$ cat src/shared/rximd_pkg.sv
package rximd_pkg;

	// ----------------------------------------
	// Register indices (byte address = 4 * index)
	// ----------------------------------------
	localparam int ADDR_W = 8;
	localparam int IDX_W = 6;
	localparam logic [5:0] IDX_MODE_ONE = 6'h18;
	localparam logic [5:0] IDX_MODE_TWO = 6'h19;
	localparam logic [5:0] IDX_MODE_THREE = 6'h1a;
	localparam logic [5:0] IDX_GPO_ONE = 6'h1b;
	localparam logic [5:0] IDX_IRQ_STAT = 6'h30;
	localparam logic [5:0] IDX_IRQ_MASK = 6'h31;

	// ----------------------------------------
	// Reset values
	// ----------------------------------------
	localparam logic [1:0] MODE_FIELD_RST = 2'h0;
	localparam logic [7:0] MODE_TWO_RST = 8'h00;
	localparam logic [3:0] GPO_SEL_RST = 4'h0;
	localparam logic [5:0] IRQ_VEC_RST = 6'h00;

	// ----------------------------------------
	// Field positions
	// ----------------------------------------
	localparam int CS_CRC_LSB = 6;
	localparam int PARITY_LSB = 4;
	localparam int VALIDITY_LSB = 2;
	localparam int BIPHASE_LSB = 0;
	localparam int N_SRC = 6;
	localparam int SRC_BUF = 0;
	localparam int SRC_CS_CRC = 1;
	localparam int SRC_PARITY = 2;
	localparam int SRC_VALIDITY = 3;
	localparam int SRC_BIPHASE = 4;
	localparam int SRC_SLIP = 5;

	// Output-one source inputs
	localparam int N_GSRC = 12;
	localparam int G_TX_IRQ = 0;
	localparam int G_PREEMPH = 1;
	localparam int G_NON_AUDIO = 2;
	localparam int G_NOT_VALID = 3;
	localparam int G_CS_BIT = 4;
	localparam int G_USER_BIT = 5;
	localparam int G_BLK_START = 6;
	localparam int G_COPY_BIT = 7;
	localparam int G_GEN_BIT = 8;
	localparam int G_PARITY_ERR = 9;
	localparam int G_RX_SYNC = 10;
	localparam int G_TX_SYNC = 11;

	localparam logic [1:0] RESP_OKAY = 2'h0;
	localparam logic [1:0] RESP_SLVERR = 2'h2;

	// ----------------------------------------
	// Encodings
	// ----------------------------------------
	typedef enum logic [1:0] {
		MODE_RISE = 2'h0,
		MODE_FALL = 2'h1,
		MODE_LEVEL = 2'h2,
		MODE_RSVD = 2'h3
	} rximd_mode_e;

	typedef enum logic [3:0] {
		SEL_LOW = 4'h0,
		SEL_HIGH = 4'h1,
		SEL_RSVD = 4'h2,
		SEL_TX_IRQ = 4'h3,
		SEL_RX_IRQ = 4'h4,
		SEL_PREEMPH = 4'h5,
		SEL_NON_AUDIO = 4'h6,
		SEL_NOT_VALID = 4'h7,
		SEL_CS_BIT = 4'h8,
		SEL_USER_BIT = 4'h9,
		SEL_BLK_START = 4'ha,
		SEL_COPY_BIT = 4'hb,
		SEL_GEN_BIT = 4'hc,
		SEL_PARITY_ERR = 4'hd,
		SEL_RX_SYNC = 4'he,
		SEL_TX_SYNC = 4'hf
	} rximd_sel_e;

endpackage : rximd_pkg

$ cat src/shared/rximd_trig_if.sv
`timescale 1ns/1ps
interface rximd_trig_if;
	logic raw;
	logic [1:0] mode;
	logic evt;
	modport det (input raw, input mode, output evt);
	modport ctl (output raw, output mode, input evt);
endinterface : rximd_trig_if

$ cat src/design/rximd_top.sv
// Design decision made here: the AXI4-Lite interface to the registers.
`timescale 1ns/1ps
// Overview of operation
// - Mode 00 rise, 01 fall, 10 level
// - Validity error source has two-bit mode field
// - Output-one selector in bits 3:0, upper zero
// - Code 0000 low by default, 0001 high
// - Code 0011 drives transmitter irq, active low
// - Code 0100 drives receiver irq, active low
// - Code 0101 low while 50/15 pre-emphasis
// - Code 0110 high on non-audio data
// - Code 0111 high on not-valid data
// - Code 1000 routes channel status bit
// - Code 1001 routes user data bit
// - Code 1010 routes block start clock
// - Code 1011 routes copy bit
// - Code 1100 routes generation-status bit
// - Code 1101 high on parity error
// - Code 1110 routes receiver sync clock
// - Code 1111 routes transmitter sync clock
module rximd_top (
	input wire logic aclk,
	input wire logic aresetn,
	input wire logic [7:0] s_axi_awaddr,
	input wire logic s_axi_awvalid,
	output logic s_axi_awready,
	input wire logic [31:0] s_axi_wdata,
	input wire logic [3:0] s_axi_wstrb,
	input wire logic s_axi_wvalid,
	output logic s_axi_wready,
	output logic [1:0] s_axi_bresp,
	output logic s_axi_bvalid,
	input wire logic s_axi_bready,
	input wire logic [7:0] s_axi_araddr,
	input wire logic s_axi_arvalid,
	output logic s_axi_arready,
	output logic [31:0] s_axi_rdata,
	output logic [1:0] s_axi_rresp,
	output logic s_axi_rvalid,
	input wire logic s_axi_rready,
	input wire logic [5:0] rx_event_in,
	input wire logic [11:0] gpo_src_in,
	output logic rx_irq,
	output logic gp_output_one
);
	// ----------------------------------------
	// Registers
	// ----------------------------------------
	logic [1:0] buffer_xfer_irq_mode_r, buffer_xfer_irq_mode_nxt;
	logic [7:0] mode_two_r, mode_two_nxt;
	logic [1:0] out_slip_irq_mode_r, out_slip_irq_mode_nxt;
	logic [3:0] gp_output_one_sel_r, gp_output_one_sel_nxt;
	logic [5:0] stat_r, stat_nxt;
	logic [5:0] mask_r, mask_nxt;
	logic irq_r, irq_nxt;
	logic gpo_r, gpo_nxt;
	logic [11:0] g1_r, g1_nxt;
	logic [11:0] g2_r, g2_nxt;

	// Bus state
	logic aw_held_r, aw_held_nxt;
	logic [5:0] aw_idx_r, aw_idx_nxt;
	logic w_held_r, w_held_nxt;
	logic [7:0] wdata_r, wdata_nxt;
	logic wstrb_r, wstrb_nxt;
	logic bvalid_r, bvalid_nxt;
	logic [1:0] bresp_r, bresp_nxt;
	logic rvalid_r, rvalid_nxt;
	logic [31:0] rdata_r, rdata_nxt;
	logic [1:0] rresp_r, rresp_nxt;

	logic aw_fire, w_fire, ar_fire, wr_do;
	logic [5:0] wr_idx;
	logic [5:0] rd_idx;
	logic [7:0] wr_byte;
	logic wr_en;
	logic [5:0] stat_clr;
	logic [5:0] src_evt;
	logic [1:0] src_mode [6];
	logic [7:0] rd_val;
	logic rd_ok;

	// ----------------------------------------
	// Per-source trigger detection
	// ----------------------------------------
	rximd_trig_if tif [6] ();

	assign src_mode[rximd_pkg::SRC_BUF] = buffer_xfer_irq_mode_r;
	assign src_mode[rximd_pkg::SRC_CS_CRC] = mode_two_r[rximd_pkg::CS_CRC_LSB +: 2];
	assign src_mode[rximd_pkg::SRC_PARITY] = mode_two_r[rximd_pkg::PARITY_LSB +: 2];
	assign src_mode[rximd_pkg::SRC_VALIDITY] = mode_two_r[rximd_pkg::VALIDITY_LSB +: 2];
	assign src_mode[rximd_pkg::SRC_BIPHASE] = mode_two_r[rximd_pkg::BIPHASE_LSB +: 2];
	assign src_mode[rximd_pkg::SRC_SLIP] = out_slip_irq_mode_r;

	for (genvar i = 0; i < rximd_pkg::N_SRC; i++) begin : g_src
		assign tif[i].raw = rx_event_in[i];
		assign tif[i].mode = src_mode[i];
		assign src_evt[i] = tif[i].evt;
		rximd_trig u_trig (
			.aclk(aclk),
			.aresetn(aresetn),
			.tp(tif[i])
		);
	end

	// ----------------------------------------
	// Write channel
	// ----------------------------------------
	// One write in flight; address and data taken in either order
	assign s_axi_awready = !aw_held_r && !bvalid_r;
	assign s_axi_wready = !w_held_r && !bvalid_r;
	assign aw_fire = s_axi_awvalid && s_axi_awready;
	assign w_fire = s_axi_wvalid && s_axi_wready;
	assign wr_do = (aw_held_r || aw_fire) && (w_held_r || w_fire);
	assign wr_idx = aw_held_r ? aw_idx_r : s_axi_awaddr[7:2];
	assign wr_byte = w_held_r ? wdata_r : s_axi_wdata[7:0];
	assign wr_en = wr_do && (w_held_r ? wstrb_r : s_axi_wstrb[0]);

	always_comb begin
		aw_held_nxt = aw_held_r;
		aw_idx_nxt = aw_idx_r;
		w_held_nxt = w_held_r;
		wdata_nxt = wdata_r;
		wstrb_nxt = wstrb_r;
		bvalid_nxt = bvalid_r;
		bresp_nxt = bresp_r;
		if (s_axi_bvalid && s_axi_bready) begin
			bvalid_nxt = 1'b0;
		end
		if (aw_fire) begin
			aw_held_nxt = 1'b1;
			aw_idx_nxt = s_axi_awaddr[7:2];
		end
		if (w_fire) begin
			w_held_nxt = 1'b1;
			wdata_nxt = s_axi_wdata[7:0];
			wstrb_nxt = s_axi_wstrb[0];
		end
		if (wr_do) begin
			aw_held_nxt = 1'b0;
			w_held_nxt = 1'b0;
			bvalid_nxt = 1'b1;
			if (wr_idx == rximd_pkg::IDX_MODE_ONE || wr_idx == rximd_pkg::IDX_MODE_TWO ||
				wr_idx == rximd_pkg::IDX_MODE_THREE || wr_idx == rximd_pkg::IDX_GPO_ONE ||
				wr_idx == rximd_pkg::IDX_IRQ_STAT || wr_idx == rximd_pkg::IDX_IRQ_MASK) begin
				bresp_nxt = rximd_pkg::RESP_OKAY;
			end else begin
				bresp_nxt = rximd_pkg::RESP_SLVERR;
			end
		end
	end

	// ----------------------------------------
	// Register file updates
	// ----------------------------------------
	always_comb begin
		buffer_xfer_irq_mode_nxt = buffer_xfer_irq_mode_r;
		mode_two_nxt = mode_two_r;
		out_slip_irq_mode_nxt = out_slip_irq_mode_r;
		gp_output_one_sel_nxt = gp_output_one_sel_r;
		mask_nxt = mask_r;
		stat_clr = 6'h00;
		if (wr_en) begin
			if (wr_idx == rximd_pkg::IDX_MODE_ONE) begin
				buffer_xfer_irq_mode_nxt = wr_byte[1:0];
			end else if (wr_idx == rximd_pkg::IDX_MODE_TWO) begin
				mode_two_nxt = wr_byte;
			end else if (wr_idx == rximd_pkg::IDX_MODE_THREE) begin
				out_slip_irq_mode_nxt = wr_byte[1:0];
			end else if (wr_idx == rximd_pkg::IDX_GPO_ONE) begin
				gp_output_one_sel_nxt = wr_byte[3:0];
			end else if (wr_idx == rximd_pkg::IDX_IRQ_STAT) begin
				stat_clr = wr_byte[5:0];
			end else if (wr_idx == rximd_pkg::IDX_IRQ_MASK) begin
				mask_nxt = wr_byte[5:0];
			end
		end
		// New event beats a simultaneous clear so nothing is lost
		stat_nxt = (stat_r & ~stat_clr) | src_evt;
		irq_nxt = |(stat_nxt & mask_nxt);
	end

	// ----------------------------------------
	// Read channel
	// ----------------------------------------
	assign s_axi_arready = !rvalid_r;
	assign ar_fire = s_axi_arvalid && s_axi_arready;
	assign rd_idx = s_axi_araddr[7:2];

	always_comb begin
		rd_ok = 1'b1;
		rd_val = 8'h00;
		if (rd_idx == rximd_pkg::IDX_MODE_ONE) begin
			rd_val = {6'h00, buffer_xfer_irq_mode_r};
		end else if (rd_idx == rximd_pkg::IDX_MODE_TWO) begin
			rd_val = mode_two_r;
		end else if (rd_idx == rximd_pkg::IDX_MODE_THREE) begin
			rd_val = {6'h00, out_slip_irq_mode_r};
		end else if (rd_idx == rximd_pkg::IDX_GPO_ONE) begin
			rd_val = {4'h0, gp_output_one_sel_r};
		end else if (rd_idx == rximd_pkg::IDX_IRQ_STAT) begin
			rd_val = {2'h0, stat_r};
		end else if (rd_idx == rximd_pkg::IDX_IRQ_MASK) begin
			rd_val = {2'h0, mask_r};
		end else begin
			rd_ok = 1'b0;
		end
	end

	always_comb begin
		rvalid_nxt = rvalid_r;
		rdata_nxt = rdata_r;
		rresp_nxt = rresp_r;
		if (s_axi_rvalid && s_axi_rready) begin
			rvalid_nxt = 1'b0;
		end
		if (ar_fire) begin
			rvalid_nxt = 1'b1;
			rdata_nxt = {24'h000000, rd_val};
			rresp_nxt = rd_ok ? rximd_pkg::RESP_OKAY : rximd_pkg::RESP_SLVERR;
		end
	end

	// ----------------------------------------
	// Output-one source selection
	// ----------------------------------------
	// Pin-side sources pass two flops before the selector
	assign g1_nxt = gpo_src_in;
	assign g2_nxt = g1_r;

	always_comb begin
		case (gp_output_one_sel_r)
			rximd_pkg::SEL_HIGH: gpo_nxt = 1'b1;
			rximd_pkg::SEL_TX_IRQ: gpo_nxt = !g2_r[rximd_pkg::G_TX_IRQ];
			rximd_pkg::SEL_RX_IRQ: gpo_nxt = !irq_r;
			rximd_pkg::SEL_PREEMPH: gpo_nxt = !g2_r[rximd_pkg::G_PREEMPH];
			rximd_pkg::SEL_NON_AUDIO: gpo_nxt = g2_r[rximd_pkg::G_NON_AUDIO];
			rximd_pkg::SEL_NOT_VALID: gpo_nxt = g2_r[rximd_pkg::G_NOT_VALID];
			rximd_pkg::SEL_CS_BIT: gpo_nxt = g2_r[rximd_pkg::G_CS_BIT];
			rximd_pkg::SEL_USER_BIT: gpo_nxt = g2_r[rximd_pkg::G_USER_BIT];
			rximd_pkg::SEL_BLK_START: gpo_nxt = g2_r[rximd_pkg::G_BLK_START];
			rximd_pkg::SEL_COPY_BIT: gpo_nxt = g2_r[rximd_pkg::G_COPY_BIT];
			rximd_pkg::SEL_GEN_BIT: gpo_nxt = g2_r[rximd_pkg::G_GEN_BIT];
			rximd_pkg::SEL_PARITY_ERR: gpo_nxt = g2_r[rximd_pkg::G_PARITY_ERR];
			rximd_pkg::SEL_RX_SYNC: gpo_nxt = g2_r[rximd_pkg::G_RX_SYNC];
			rximd_pkg::SEL_TX_SYNC: gpo_nxt = g2_r[rximd_pkg::G_TX_SYNC];
			default: gpo_nxt = 1'b0;
		endcase
	end

	// ----------------------------------------
	// State registers
	// ----------------------------------------
	always_ff @(posedge aclk) begin
		if (!aresetn) begin
			buffer_xfer_irq_mode_r <= rximd_pkg::MODE_FIELD_RST;
			mode_two_r <= rximd_pkg::MODE_TWO_RST;
			out_slip_irq_mode_r <= rximd_pkg::MODE_FIELD_RST;
			gp_output_one_sel_r <= rximd_pkg::GPO_SEL_RST;
			stat_r <= rximd_pkg::IRQ_VEC_RST;
			mask_r <= rximd_pkg::IRQ_VEC_RST;
			irq_r <= 1'b0;
			gpo_r <= 1'b0;
			g1_r <= 12'h000;
			g2_r <= 12'h000;
			aw_held_r <= 1'b0;
			aw_idx_r <= 6'h00;
			w_held_r <= 1'b0;
			wdata_r <= 8'h00;
			wstrb_r <= 1'b0;
			bvalid_r <= 1'b0;
			bresp_r <= rximd_pkg::RESP_OKAY;
			rvalid_r <= 1'b0;
			rdata_r <= 32'h00000000;
			rresp_r <= rximd_pkg::RESP_OKAY;
		end else begin
			buffer_xfer_irq_mode_r <= buffer_xfer_irq_mode_nxt;
			mode_two_r <= mode_two_nxt;
			out_slip_irq_mode_r <= out_slip_irq_mode_nxt;
			gp_output_one_sel_r <= gp_output_one_sel_nxt;
			stat_r <= stat_nxt;
			mask_r <= mask_nxt;
			irq_r <= irq_nxt;
			gpo_r <= gpo_nxt;
			g1_r <= g1_nxt;
			g2_r <= g2_nxt;
			aw_held_r <= aw_held_nxt;
			aw_idx_r <= aw_idx_nxt;
			w_held_r <= w_held_nxt;
			wdata_r <= wdata_nxt;
			wstrb_r <= wstrb_nxt;
			bvalid_r <= bvalid_nxt;
			bresp_r <= bresp_nxt;
			rvalid_r <= rvalid_nxt;
			rdata_r <= rdata_nxt;
			rresp_r <= rresp_nxt;
		end
	end

	assign s_axi_bvalid = bvalid_r;
	assign s_axi_bresp = bresp_r;
	assign s_axi_rvalid = rvalid_r;
	assign s_axi_rdata = rdata_r;
	assign s_axi_rresp = rresp_r;
	assign rx_irq = irq_r;
	assign gp_output_one = gpo_r;

	// ----------------------------------------
	// Checks
	// ----------------------------------------
	chk_gpo_forced_low: assert property (@(posedge aclk) disable iff (!aresetn)
		(gp_output_one_sel_r == rximd_pkg::SEL_LOW) |=> !gp_output_one)
		else $error("output one not forced low");
	chk_gpo_forced_high: assert property (@(posedge aclk) disable iff (!aresetn)
		(gp_output_one_sel_r == rximd_pkg::SEL_HIGH) |=> gp_output_one)
		else $error("output one not forced high");
	chk_gpo_tx_irq: assert property (@(posedge aclk) disable iff (!aresetn)
		(gp_output_one_sel_r == rximd_pkg::SEL_TX_IRQ) |=>
		(gp_output_one == !$past(g2_r[rximd_pkg::G_TX_IRQ])))
		else $error("transmitter irq not inverted on output one");
	chk_gpo_rx_irq: assert property (@(posedge aclk) disable iff (!aresetn)
		(gp_output_one_sel_r == rximd_pkg::SEL_RX_IRQ) |=> (gp_output_one == !$past(rx_irq)))
		else $error("receiver irq not inverted on output one");
	chk_gpo_preemph: assert property (@(posedge aclk) disable iff (!aresetn)
		(gp_output_one_sel_r == rximd_pkg::SEL_PREEMPH) |=>
		(gp_output_one == !$past(g2_r[rximd_pkg::G_PREEMPH])))
		else $error("pre-emphasis not active low");
	chk_gpo_parity: assert property (@(posedge aclk) disable iff (!aresetn)
		(gp_output_one_sel_r == rximd_pkg::SEL_PARITY_ERR) |=>
		(gp_output_one == $past(g2_r[rximd_pkg::G_PARITY_ERR])))
		else $error("parity error not routed");
	chk_mode_two_write: assert property (@(posedge aclk) disable iff (!aresetn)
		(wr_en && wr_idx == rximd_pkg::IDX_MODE_TWO) |=> (mode_two_r == $past(wr_byte)))
		else $error("mode two write lost");
	chk_sel_read_zero: assert property (@(posedge aclk) disable iff (!aresetn)
		(ar_fire && rd_idx == rximd_pkg::IDX_GPO_ONE) |=>
		(s_axi_rvalid && s_axi_rdata[31:4] == 28'h0000000))
		else $error("selector upper bits not zero");
	chk_irq_level: assert property (@(posedge aclk) disable iff (!aresetn)
		rx_irq == |(stat_r & mask_r))
		else $error("irq output disagrees with status");
	chk_resp_follows: assert property (@(posedge aclk) disable iff (!aresetn)
		wr_do |=> s_axi_bvalid)
		else $error("write response missing");

endmodule : rximd_top

$ cat src/design/rximd_trig.sv
`timescale 1ns/1ps
module rximd_trig (
	input wire logic aclk,
	input wire logic aresetn,
	rximd_trig_if.det tp
);
	logic s1_r, s1_nxt;
	logic s2_r, s2_nxt;
	logic prev_r, prev_nxt;

	// ----------------------------------------
	// Synchroniser and edge history
	// ----------------------------------------
	always_comb begin
		s1_nxt = tp.raw;
		s2_nxt = s1_r;
		prev_nxt = s2_r;
	end

	always_ff @(posedge aclk) begin
		if (!aresetn) begin
			s1_r <= 1'b0;
			s2_r <= 1'b0;
			prev_r <= 1'b0;
		end else begin
			s1_r <= s1_nxt;
			s2_r <= s2_nxt;
			prev_r <= prev_nxt;
		end
	end

	// Reserved code falls back to the rising-edge default
	always_comb begin
		case (tp.mode)
			rximd_pkg::MODE_FALL: tp.evt = !s2_r && prev_r;
			rximd_pkg::MODE_LEVEL: tp.evt = s2_r;
			default: tp.evt = s2_r && !prev_r;
		endcase
	end

	chk_rise_event: assert property (@(posedge aclk) disable iff (!aresetn)
		(tp.mode == rximd_pkg::MODE_RISE && $rose(s2_r)) |-> tp.evt)
		else $error("rising edge missed");
	chk_fall_event: assert property (@(posedge aclk) disable iff (!aresetn)
		(tp.mode == rximd_pkg::MODE_FALL) |-> (tp.evt == $fell(s2_r)))
		else $error("falling edge mode wrong");
	chk_level_event: assert property (@(posedge aclk) disable iff (!aresetn)
		(tp.mode == rximd_pkg::MODE_LEVEL) |-> (tp.evt == s2_r))
		else $error("level mode wrong");

endmodule : rximd_trig

$ cat config.mk
export PLATFORM = sky130hd
export DESIGN_NAME = rximd_top
export DESIGN_NICKNAME = d
export VERILOG_FILES = /design/src/shared/rximd_pkg.sv /design/src/shared/rximd_trig_if.sv /design/src/design/rximd_top.sv /design/src/design/rximd_trig.sv
export SDC_FILE = /design/constraint.sdc
export NUM_CORES = 1
export LEC_CHECK = 0
export BUFFER_PORTS_ARGS = -buffer_cell sky130_fd_sc_hd__buf_2
export CAP_MARGIN = 20
export CORE_ASPECT_RATIO = 0.6
export CORE_MARGIN = 3
export CORE_UTILIZATION = 54
export CTS_BUF_LIST = sky130_fd_sc_hd__clkbuf_4 sky130_fd_sc_hd__clkbuf_8
export CTS_CLUSTER_DIAMETER = 60
export DETAILED_ROUTE_END_ITERATION = 10
export GPL_TIMING_DRIVEN = 0
export PLACE_DENSITY = 0.94
export SETUP_SLACK_MARGIN = 0.3
export SLEW_MARGIN = 5
export SYNTH_ARGS = -nofsm -noshare
export SYNTH_HDL_FRONTEND = slang
export SYNTH_HIERARCHICAL = 1
export SYNTH_SLANG_ARGS = --single-unit
$ cat constraint.sdc
create_clock -name aclk -period 2.6 [get_ports aclk]
set_clock_uncertainty 0.15 [all_clocks]
set_input_delay 0.39 -clock aclk [delete_from_list [all_inputs] [get_ports aclk]]
set_output_delay 0.39 -clock aclk [all_outputs]
set_load 0.02 [all_outputs]
### Yosys cells after proc, flatten, opt, wreduce, memory -nomap -nowiden

Cells that the tools add are included.

* muxes and demuxes: 41
* eq/ne operators: 38
* bitwise gates (word level): 8
* reductions and logical operators: 55

Operators by type and width (number)
* 2-to-1 mux 6 bit: 18
* == test 6 x 5 -> 1 bit (second input constant): 8
* == test 4 bit (second input constant): 8
* == test 6 bit (second input constant): 4
* 2-to-1 mux 8 bit: 3
* logical AND 1 bit: 21
* logical NOT 1 bit: 19
* == test 4 x 3 -> 1 bit (second input constant): 4
* case mux 1 bit (14 select lines): 1
* AND 6 bit: 2
* == test 2 x 1 -> 1 bit (second input constant): 6
* == test 2 bit (second input constant): 6
* case mux 1 bit (2 select lines): 6
* 2-to-1 mux 1 bit: 11
* logical OR 1 bit: 7
* inverter 6 bit: 1
* bitwise OR 6 bit: 1
* OR reduction 6 bit: 1
* AND reduction 5 bit: 1
* == test 4 x 1 -> 1 bit (second input constant): 1
* == test 4 x 2 -> 1 bit (second input constant): 1
* 2-to-1 mux 2 bit: 2
* inverter 1 bit: 4
* AND reduction 4 bit: 1
* 4 further kinds: 5

* output and inout port bits: 43
* input port bits: 77
* logic and storage cells: 180
* register bits: 103

### Longest topological paths before layout

Gate-level depths: netlist of the first run.

* depth in word-level cells: 13
* depth in mapped cells: 9
* mapped depth without buffers: 9

### Cells and area by module

The synthesis of the first run kept the hierarchy.

Modules (own cells, without submodules)
* rximd_top: area each 3614.7 um^2, times used 1, cells each 373, sequential area each 1661.6 um^2
* rximd_trig: area each 141.4 um^2, times used 6, cells each 15, sequential area each 60.1 um^2

### Worst setup path after synthesis of the first run

Ideal clock, no wire load.

* kind: input port to flip-flop
* from: input port s_axi_awaddr[4]
* to: register mode_two_r[0]
* path buffers: 1
* setup slack: 398 ps
* stages: 7
* setup time: 80 ps
* data arrival time: 1972 ps
* required time: 2370 ps
* path through: or3b_4 -> a2111oi_4 -> nand2_2 -> nor3_4 -> buf_6 -> nor2_1 -> a211oi_2

* word-level cells in the longest chain between the ends: 4
* elaborated cells between the ends (all ways): 5
* those cells by class: eq/ne (2); mux (1); bitwise (1); reduce/logical (1)

Ends and longest elaborated chain
* from (decl): RTL line rximd_top.sv:24 `input wire logic [7:0] s_axi_awaddr,`
* 2-to-1 mux 6 bit *: RTL line rximd_top.sv:115 `assign wr_idx = aw_held_r ? aw_idx_r : s_axi_awaddr[7:2];`
* == test 6 x 5 -> 1 bit: RTL line rximd_top.sv:164 `if (wr_idx == rximd_pkg::IDX_MODE_ONE) begin`
* inverter 1 bit (no line)
* AND reduction 3 bit (no line) *
* to (signal assigned): RTL line rximd_top.sv:257 `mode_two_r <= rximd_pkg::MODE_TWO_RST;`
* to (signal assigned): RTL line rximd_top.sv:278 `mode_two_r <= mode_two_nxt;`
* to (decl): RTL line rximd_top.sv:50 `logic [7:0] mode_two_r, mode_two_nxt;`

Every way passes the cells marked *; elsewhere a longest branch is shown, timed or not.
A chain may end at the register's enable or synchronous reset.

### Worst setup path in the final report of the first run

* from: register aw_held_r
* to: register irq_r (netlist: rx_irq)

* word-level cells in the longest chain between the ends: 13
* elaborated cells between the ends (all ways): 31
* those cells by class: eq/ne (6); mux (14); bitwise (4); reduce/logical (7)

Ends and longest elaborated chain
* from (decl): RTL line rximd_top.sv:61 `logic aw_held_r, aw_held_nxt;`
* from (signal assigned): RTL line rximd_top.sv:287 `aw_held_r <= aw_held_nxt;`
* 2-to-1 mux 6 bit: RTL line rximd_top.sv:115
* == test 6 bit: RTL line rximd_top.sv:172 `end else if (wr_idx == rximd_pkg::IDX_IRQ_STAT) begin`
* 2-to-1 mux 6 bit: RTL line rximd_top.sv:172
* 2-to-1 mux 6 bit: RTL line rximd_top.sv:170 `end else if (wr_idx == rximd_pkg::IDX_GPO_ONE) begin`
* 2-to-1 mux 6 bit: RTL line rximd_top.sv:168 `end else if (wr_idx == rximd_pkg::IDX_MODE_THREE) begin`
* 2-to-1 mux 6 bit: RTL line rximd_top.sv:166 `end else if (wr_idx == rximd_pkg::IDX_MODE_TWO) begin`
* 2-to-1 mux 6 bit: RTL line rximd_top.sv:164
* 2-to-1 mux 6 bit: RTL line rximd_top.sv:163 `if (wr_en) begin`
* inverter 6 bit: RTL line rximd_top.sv:179 `stat_nxt = (stat_r & ~stat_clr) | src_evt;`
* AND 6 bit: RTL line rximd_top.sv:179
* bitwise OR 6 bit: RTL line rximd_top.sv:179
* AND 6 bit *: RTL line rximd_top.sv:180 `irq_nxt = |(stat_nxt & mask_nxt);`
* OR reduction 6 bit *: RTL line rximd_top.sv:180
* to (signal assigned): RTL line rximd_top.sv:283 `irq_r <= irq_nxt;`
* to (decl): RTL line rximd_top.sv:55 `logic irq_r, irq_nxt;`

Marked as above.

==> metrics, run 1 <==
predominant post-synthesis flop cell=dfxtp_1; FMAX=between 400 and 500 MHz; final setup fails=0; Slew headroom=between 30% and 40%; slowest cell delay on critical path=about 0.4 ns; maximum capacitance violations=0; reg2reg setup slack=approximately 0.21 ns; DR DRC count=0; synthesized area=about 4500 um^2; Tmin final=roughly 2.4 ns; Cell variety after synth=50; Final period util=between 90% and 100%; Post-synth EDFFs=0; Async SR Flop Fraction=0%; Via density=5.52; syn avg cell area=between 9 and 10 um^2; worst path required time=2.74 ns; endpoint class of the critical path=register; Max Slew Vio Count=0; hold_sp=s_axi_rready; placed cell count=653; CP endpoint=rx_irq; most frequent cells in the layout=100 x dfxtp_1, 64 x buf_2, 54 x nor2_1, 50 x and2_1, 40 x mux2i_1; Clk Latency, worst-skew pair=0.38 ns; Reg clk slew, reported paths=roughly 0.09 ns; initial antenna violation count=0; final antenna-violating net count=0; drt pass-1 iters=5; nets@finish=about 660; top-area cell type share of the netlist area=a little under half; Worst Tran Pin Value=approximately 0.94 ns; n_diodes=0; RePlAce Congestion=around 0.91; GR Overflow Total=0; Worst R2R End=rx_irq; CP Launch Type=register; Detailed Route WL=between 10000 and 15000 um; die height=between 70 and 80 um; Area Growth Syn to Fin=19.4%; Setup CP Type=reg -> reg; filler instances=approximately 560; clk sink count=around 100; H-tree depth=3; Worst EP arrival=2.53 ns; Fin. Hold Viols=0; Root Driver=clkbuf_8; Core ar.=between 7000 and 8000 um^2; Crit-path slowest cell=or3b_4; Initial Util=between 50% and 60%; RSZ-0062 raised after global routing=yes; share of layout cells above drive strength 1=between 20% and 30%; IO Pins=between 100 and 150; cells along the critical path=or3b_4 -> a211oi_2 -> and3_1 -> clkbuf_4 -> mux2i_1 -> o21ai_0 -> a41oi_1; cell area after layout=about 5300 um^2; R2R cell count=7; Die Wd=123 um; power density over cell area=approximately 570 nW/um^2; crit path launch=aw_held_r; Die Area=between 9000 and 10000 um^2; reg2reg start=aw_held_r; Starting DRT DRC Count=roughly 390; via count=approximately 3700; CTS tree=done; Total GRT Usage=24.0%; worst-path maximum fanout=6; Synth Register Bits=about 100; FP Rows=24; most common cell after layout, fill and taps aside=dfxtp_1; maximum VDD drop=around 0.37 mV; vias in the first global route=between 3000 and 4000; Synth Instances=between 400 and 500; status=finished clean; first-pass GRT wire length=about 18000 um; Longest Clk Path Bufs=2; IO Port Bufs=a little over 60; worst min-delay path class=in -> reg; register area share after synthesis=45.3%; Post-DP HPWL=slightly below 8000 um; Avg WL per Cell=~17 um; top post-synthesis cells by area=dfxtp_1 45%, mux2i_1 9.2%, and2_1 7.0%, nor2_1 5.0%, buf_4 4.4%; Synth area leader=dfxtp_1; Post-Layout Cell Count=roughly 680; TritonCTS buffer count=9; Post-DP Area=around 5000 um^2; synthesis warning total=6; largest net degree at the start of global routing=27; Leak=2.24 nW
[layer usage]
layer | wire length, um | global-route usage, %
met3 | 1200 | 7.57
met2 | 5200 | 37.1
met5 | 0 | 0
met1 | 4630 | 31.0
met4 | 385 | 9.61
[metrics by stage]
step                setup WS, ns  util [%]  TNS [ns]  hold slack [ns]  power, mW
floorplan                  0.398         -         0            0.262       1.94
global placement          0.0395      65.5         0            0.266       2.04
detailed placement       -0.0130      65.5   -0.0130            0.267       2.06
CTS                        0.294      69.1         0           0.0290       3.04
global route               0.164      69.9         0           0.0406       3.15
finish                     0.211      69.9         0           0.0437       3.04
[cells in the mapped netlist, types with 2 or more instances]
cell type and instances:
a211oi_1 5, a211oi_2 4, a21oi_1 12, a221oi_1 4
a22oi_1 4, a31oi_1 4, a32oi_1 3, and2_1 50
and3_1 3, buf_1 2, buf_2 4, buf_4 26
clkbuf_1 12, dfxtp_1 101, ha_1 12, inv_1 21
mux2_2 4, mux2i_1 41, mux4_2 3, nand2_1 6
nand2b_1 3, nand3b_1 8, nand4_1 3, nand4b_1 3
nor2_1 59, nor2b_1 14, nor4_1 4, o21a_1 4
o21ai_0 7, o21ai_1 13, or2_2 2, or3_1 4
[sequential cells by signal, indices dropped and copies added (netlist names), 2 cells and up]
signal / count
g_src.u_trig/prev_nxt: 6
aw_idx_r: 6
s_axi_rdata: 8
stat_r: 6
buffer_xfer_irq_mode_r: 2
g_src.u_trig/s1_r: 6
out_slip_irq_mode_r: 2
g_src.u_trig/prev_r: 6
g1_r: 12
mask_r: 6
gp_output_one_sel_r: 4
g2_r: 12
mode_two_r: 8
wdata_r: 8
[layout make-up]
| class | count | area, um^2 | share of cell area, % |
|---|---|---|---|
| inverter | 21 | 78.8 | 1.48 |
| buffer | 45 | 289 | 5.42 |
| tap | 104 | 130 | 2.44 |
| multi-input combinational | 321 | 2230 | 41.8 |
| clock inverter | 6 | 63.8 | 1.20 |
| timing repair buffer | 70 | 388 | 7.28 |
| clock buffer | 10 | 131 | 2.46 |
| sequential | 101 | 2020 | 38.0 |
[how the worst min path moves through the flow]
stage                                     to  slack [ns]  depth (start not counted)
finish                          s_axi_rvalid        0.04                          2
global route                    s_axi_rvalid        0.04                          2
CTS                             s_axi_rvalid        0.03                          2
detailed placement  g_src[2].u_trig/prev_nxt        0.27                          1
global placement    g_src[5].u_trig/prev_nxt        0.27                          1
floorplan           g_src[0].u_trig/prev_nxt        0.26                          1
[power by group]
part / total [mW] / switching (mW) / internal (mW)
Combinational: 0.415 / 0.248 / 0.167
Clock: 0.983 / 0.530 / 0.454
Sequential: 1.64 / 0.0351 / 1.61
[timing repair]
item,in CTS,in global routing
hold buffers,0,0
pin swaps,3,9
buffers inserted,6,2
setup endpoints to repair,7,14
gates cloned,1,0
resized for setup,9,13
[worst max-delay path: cells and delay by family, from the launching register on]
family / cells / cell delay [ns]
AOI/OAI and AO/OA: 3 / 0.71
DFF: 1 / 0.34
buffers and inverters: 1 / 0.21
muxes: 1 / 0.26
and+or+nand+nor: 2 / 0.62
[cells by family (layout without fill, tap and decap cells)]
group,count (synthesis),after routing,synth area share [%]
buf+inv,66,152,8.02
flops,101,101,45.3
compound gates,68,68,10.7
mux,49,49,12.0
fa+ha+maj,12,12,3.36
other cells,1,26,0.0840
simple gates,166,166,20.5
(Power assumes the default switching activity.)
==> inputs of run 2 (changes only) <==
--- a/config.mk
+++ b/config.mk
@@ -5,16 +5,16 @@
 export SDC_FILE = /design/constraint.sdc
 export NUM_CORES = 1
 export LEC_CHECK = 0
-export BUFFER_PORTS_ARGS = -buffer_cell sky130_fd_sc_hd__buf_2
 export CAP_MARGIN = 20
 export CORE_ASPECT_RATIO = 0.6
 export CORE_MARGIN = 3
-export CORE_UTILIZATION = 54
+export CORE_UTILIZATION = 55
 export CTS_BUF_LIST = sky130_fd_sc_hd__clkbuf_4 sky130_fd_sc_hd__clkbuf_8
 export CTS_CLUSTER_DIAMETER = 60
 export DETAILED_ROUTE_END_ITERATION = 10
+export DONT_BUFFER_PORTS = 1
 export GPL_TIMING_DRIVEN = 0
-export PLACE_DENSITY = 0.94
+export PLACE_DENSITY = 0.82
 export SETUP_SLACK_MARGIN = 0.3
 export SLEW_MARGIN = 5
 export SYNTH_ARGS = -nofsm -noshare
==> constraint.sdc (replaced) <==
create_clock -name aclk -period 2.6 [get_ports aclk]
set_clock_uncertainty 0.15 [all_clocks]
set_input_delay 0.39 -clock aclk [delete_from_list [all_inputs] [get_ports aclk]]
set_output_delay 0.39 -clock aclk [all_outputs]
set_load 0.005 [all_outputs]
==> run 2 against run 1 <==
Total power rose by 4.3%. Global-route usage fell by 0.35 points. Final area fell by 0.52%. Count of clock-buffer cells in the layout did not move. Largest power group unchanged.
==> metrics, run 2 (synthesis gave the netlist of run 1 again) <==
Detailed Route WL=10400 um (was 11400 um); sw frac=23.4% (was 26.7%); Total GRT Usage=23.6% (was 24.0%); Buf/Inv on CP=1 (unchanged); Tmin final=2.31 ns (was 2.39 ns); initial antenna violation count=0 (unchanged); die height=75.8 um (was 76.4 um); most common cell after layout, fill and taps aside=dfxtp_1 (unchanged); Final WS setup=0.286 ns (was 0.211 ns); placed cell count=592 (was 653); Setup CP Type=reg -> reg (unchanged); Via density=5.33 (was 5.52); worst path required time=2.75 ns (was 2.74 ns); clk sink count=101 (unchanged); Worst EP arrival=2.46 ns (was 2.53 ns); CTS tree=done (unchanged); pre-CTS setup slack=0.104 ns (was -0.0130 ns); reg2reg start=aw_held_r (unchanged); Post-DP HPWL=7310 um (was 7890 um); Area Growth Syn to Fin=18.8% (was 19.4%); post-layout power=3.17 mW (was 3.04 mW); Avg WL per Cell=16.2 um (was 16.8 um); worst min-delay path class=in -> reg (unchanged); Post-Layout Cell Count=645 (was 678); worst-path maximum fanout=6 (unchanged); final setup fails=0 (unchanged); GR Overflow Total=0 (unchanged); reg2reg setup slack=0.29 ns (was 0.21 ns); maximum VDD drop=0.268 mV (was 0.373 mV); sw power=0.741 mW (was 0.812 mW); IO Pins=120 (unchanged); IO Port Bufs=0 (was 61); n_diodes=0 (unchanged); Core ar.=7570 um^2 (was 7630 um^2); FP Rows=24 (unchanged); clock group share of total power=37.7% (was 32.3%); FMAX=432 MHz (was 419 MHz); RePlAce Congestion=0.905 (was 0.911); Reg clk slew, reported paths=0.10 ns (was 0.09 ns); endpoint class of the critical path=register (unchanged); drt pass-1 iters=5 (unchanged); Slew headroom=36.5% (about the same); first-pass GRT wire length=16500 um (was 17700 um); Hold Path Stages=2 (unchanged); Starting DRT DRC Count=273 (was 391); via count=3441 (was 3744); Root Driver=clkbuf_8 (unchanged); Die Area=9270 um^2 (was 9430 um^2); internal power=2.43 mW (was 2.23 mW); nets@finish=625 (was 658); RSZ-0062 raised after global routing=yes (unchanged); sequential power share=51.8% (was 54.0%); Max Slew Vio Count=0 (unchanged); Logic pwr share=10.6% (was 13.6%); delay-heaviest family, CP=compound AO/OA/AOI/OAI gates (unchanged); final antenna-violating net count=0 (unchanged); Crit-path slowest cell=or3b_4 (unchanged); hold_sp=s_axi_awaddr[6] (was s_axi_rready); Die Wd=122 um (was 123 um); vias in the first global route=3316 (was 3701); Initial Util=59.0% (was 58.5%); Final period util=89.0% (was 91.9%); Hold EP=aw_idx_r[4] (was s_axi_rvalid); Longest Clk Path Bufs=2 (unchanged); cells along the critical path=or3b_4 -> a211oi_2 -> and3_1 -> buf_4 -> mux2i_1 -> o21ai_0 -> a41oi_1 (was or3b_4 -> a211oi_2 -> and3_1 -> clkbuf_4 -> mux2i_1 -> o21ai_0 -> a41oi_1); TritonCTS buffer count=9 (unchanged); DR DRC count=0 (unchanged); share of layout cells above drive strength 1=15.3% (was 25.6%); final setup TNS=0 ns (unchanged); Worst Tran Pin Value=0.939 ns (was 0.944 ns); R2R cell count=7 (unchanged); Clk Latency, worst-skew pair=0.38 ns (about the same); H-tree depth=3 (unchanged); Leak=2.12 nW (was 2.24 nW); most frequent cells in the layout=99 x dfxtp_1, 59 x nor2_1, 50 x and2_1, 40 x mux2i_1, 39 x buf_4 (was 100 x dfxtp_1, 64 x buf_2, 54 x nor2_1, 50 x and2_1, 40 x mux2i_1); maximum capacitance violations=0 (unchanged); Worst R2R End=rx_irq (unchanged); Crit. path cell count=7 (unchanged); CP Launch Type=register (unchanged); final core occ=70.1% (was 69.9%); power density over cell area=598 nW/um^2 (was 571 nW/um^2); top flop regs=g1_r (12), g2_r (12) (unchanged); largest net degree at the start of global routing=17 (was 27); slowest cell delay on critical path=0.40 ns (about the same); Fin. Hold Viols=0 (unchanged); status=finished clean (unchanged)
[run 2: cell types whose count changed in the layout (fill, tap and decap cells not counted), moves of 4 or more]
cell / change
buf_4: +8
nor2_2: -4
buf_6: -4
dlygate4sd3_1: +25
buf_2: -62
nor2_1: +5
[run 2: power groups by stage]
stage | Clock (mW) | Sequential, mW | Combinational, mW
after floorplan | 0 | 1.67 | 0.236
after global placement | 0 | 1.67 | 0.276
after detailed placement | 0 | 1.68 | 0.285
after CTS | 1.21 | 1.64 | 0.327
after global routing | 1.28 | 1.65 | 0.367
final | 1.19 | 1.64 | 0.335
[run 2: how the worst max path moves through the flow]
| stage | start | end | slack (ns) |
|---|---|---|---|
| floorplan | s_axi_awaddr[4] | mode_two_r[0] | 0.40 |
| global placement | s_axi_awaddr[4] | rx_irq | 0.13 |
| detailed placement | w_held_r | rx_irq | 0.10 |
| CTS | w_held_r | rx_irq | 0.30 |
| global route | aw_held_r | rx_irq | 0.19 |
| finish | aw_held_r | rx_irq | 0.29 |
[run 2: final cells by class]
| type | count | area (um^2) |
|---|---|---|
| Inverter | 21 | 78.8 |
| Timing Repair Buffer | 37 | 340 |
| Fill cell | 591 | 2260 |
| Multi-Input combinational cell | 321 | 2190 |
| Clock inverter | 6 | 110 |
| Buffer | 45 | 289 |
| Tap cell | 104 | 130 |
| Sequential cell | 101 | 2020 |
| Clock buffer | 10 | 138 |
[run 2: per-stage QoR]
| stage | hold slack, ns | instance area [um^2] |
|---|---|---|
| after floorplan | 0.262 | 4560 |
| after global placement | 0.264 | 4690 |
| after detailed placement | 0.267 | 4690 |
| after CTS | 0.00411 | 5270 |
| after global routing | 0.00796 | 5300 |
| final | 0.0118 | 5300 |
[run 2: routing by layer]
metal	global-route usage (%)	share of wire, %	vias to the layer above	routed length [um]
met3	8.23	11	13	1190
met5	0	0	-	0
li1	-	-	1672	-
met1	29.8	43	1590	4520
met2	39.0	44	166	4600
met4	7.07	1.1	0	113
[run 2: repair_timing]
item / 4_1_cts / 5_1_grt
gates resized for setup: 7 / 3
hold buffers: 25 / 0
setup buffers: 8 / 3
pin swaps: 4 / 1
endpoints found under the hold margin: 32 / 0
gates cloned: 1 / 0
setup endpoints to repair: 10 / 13
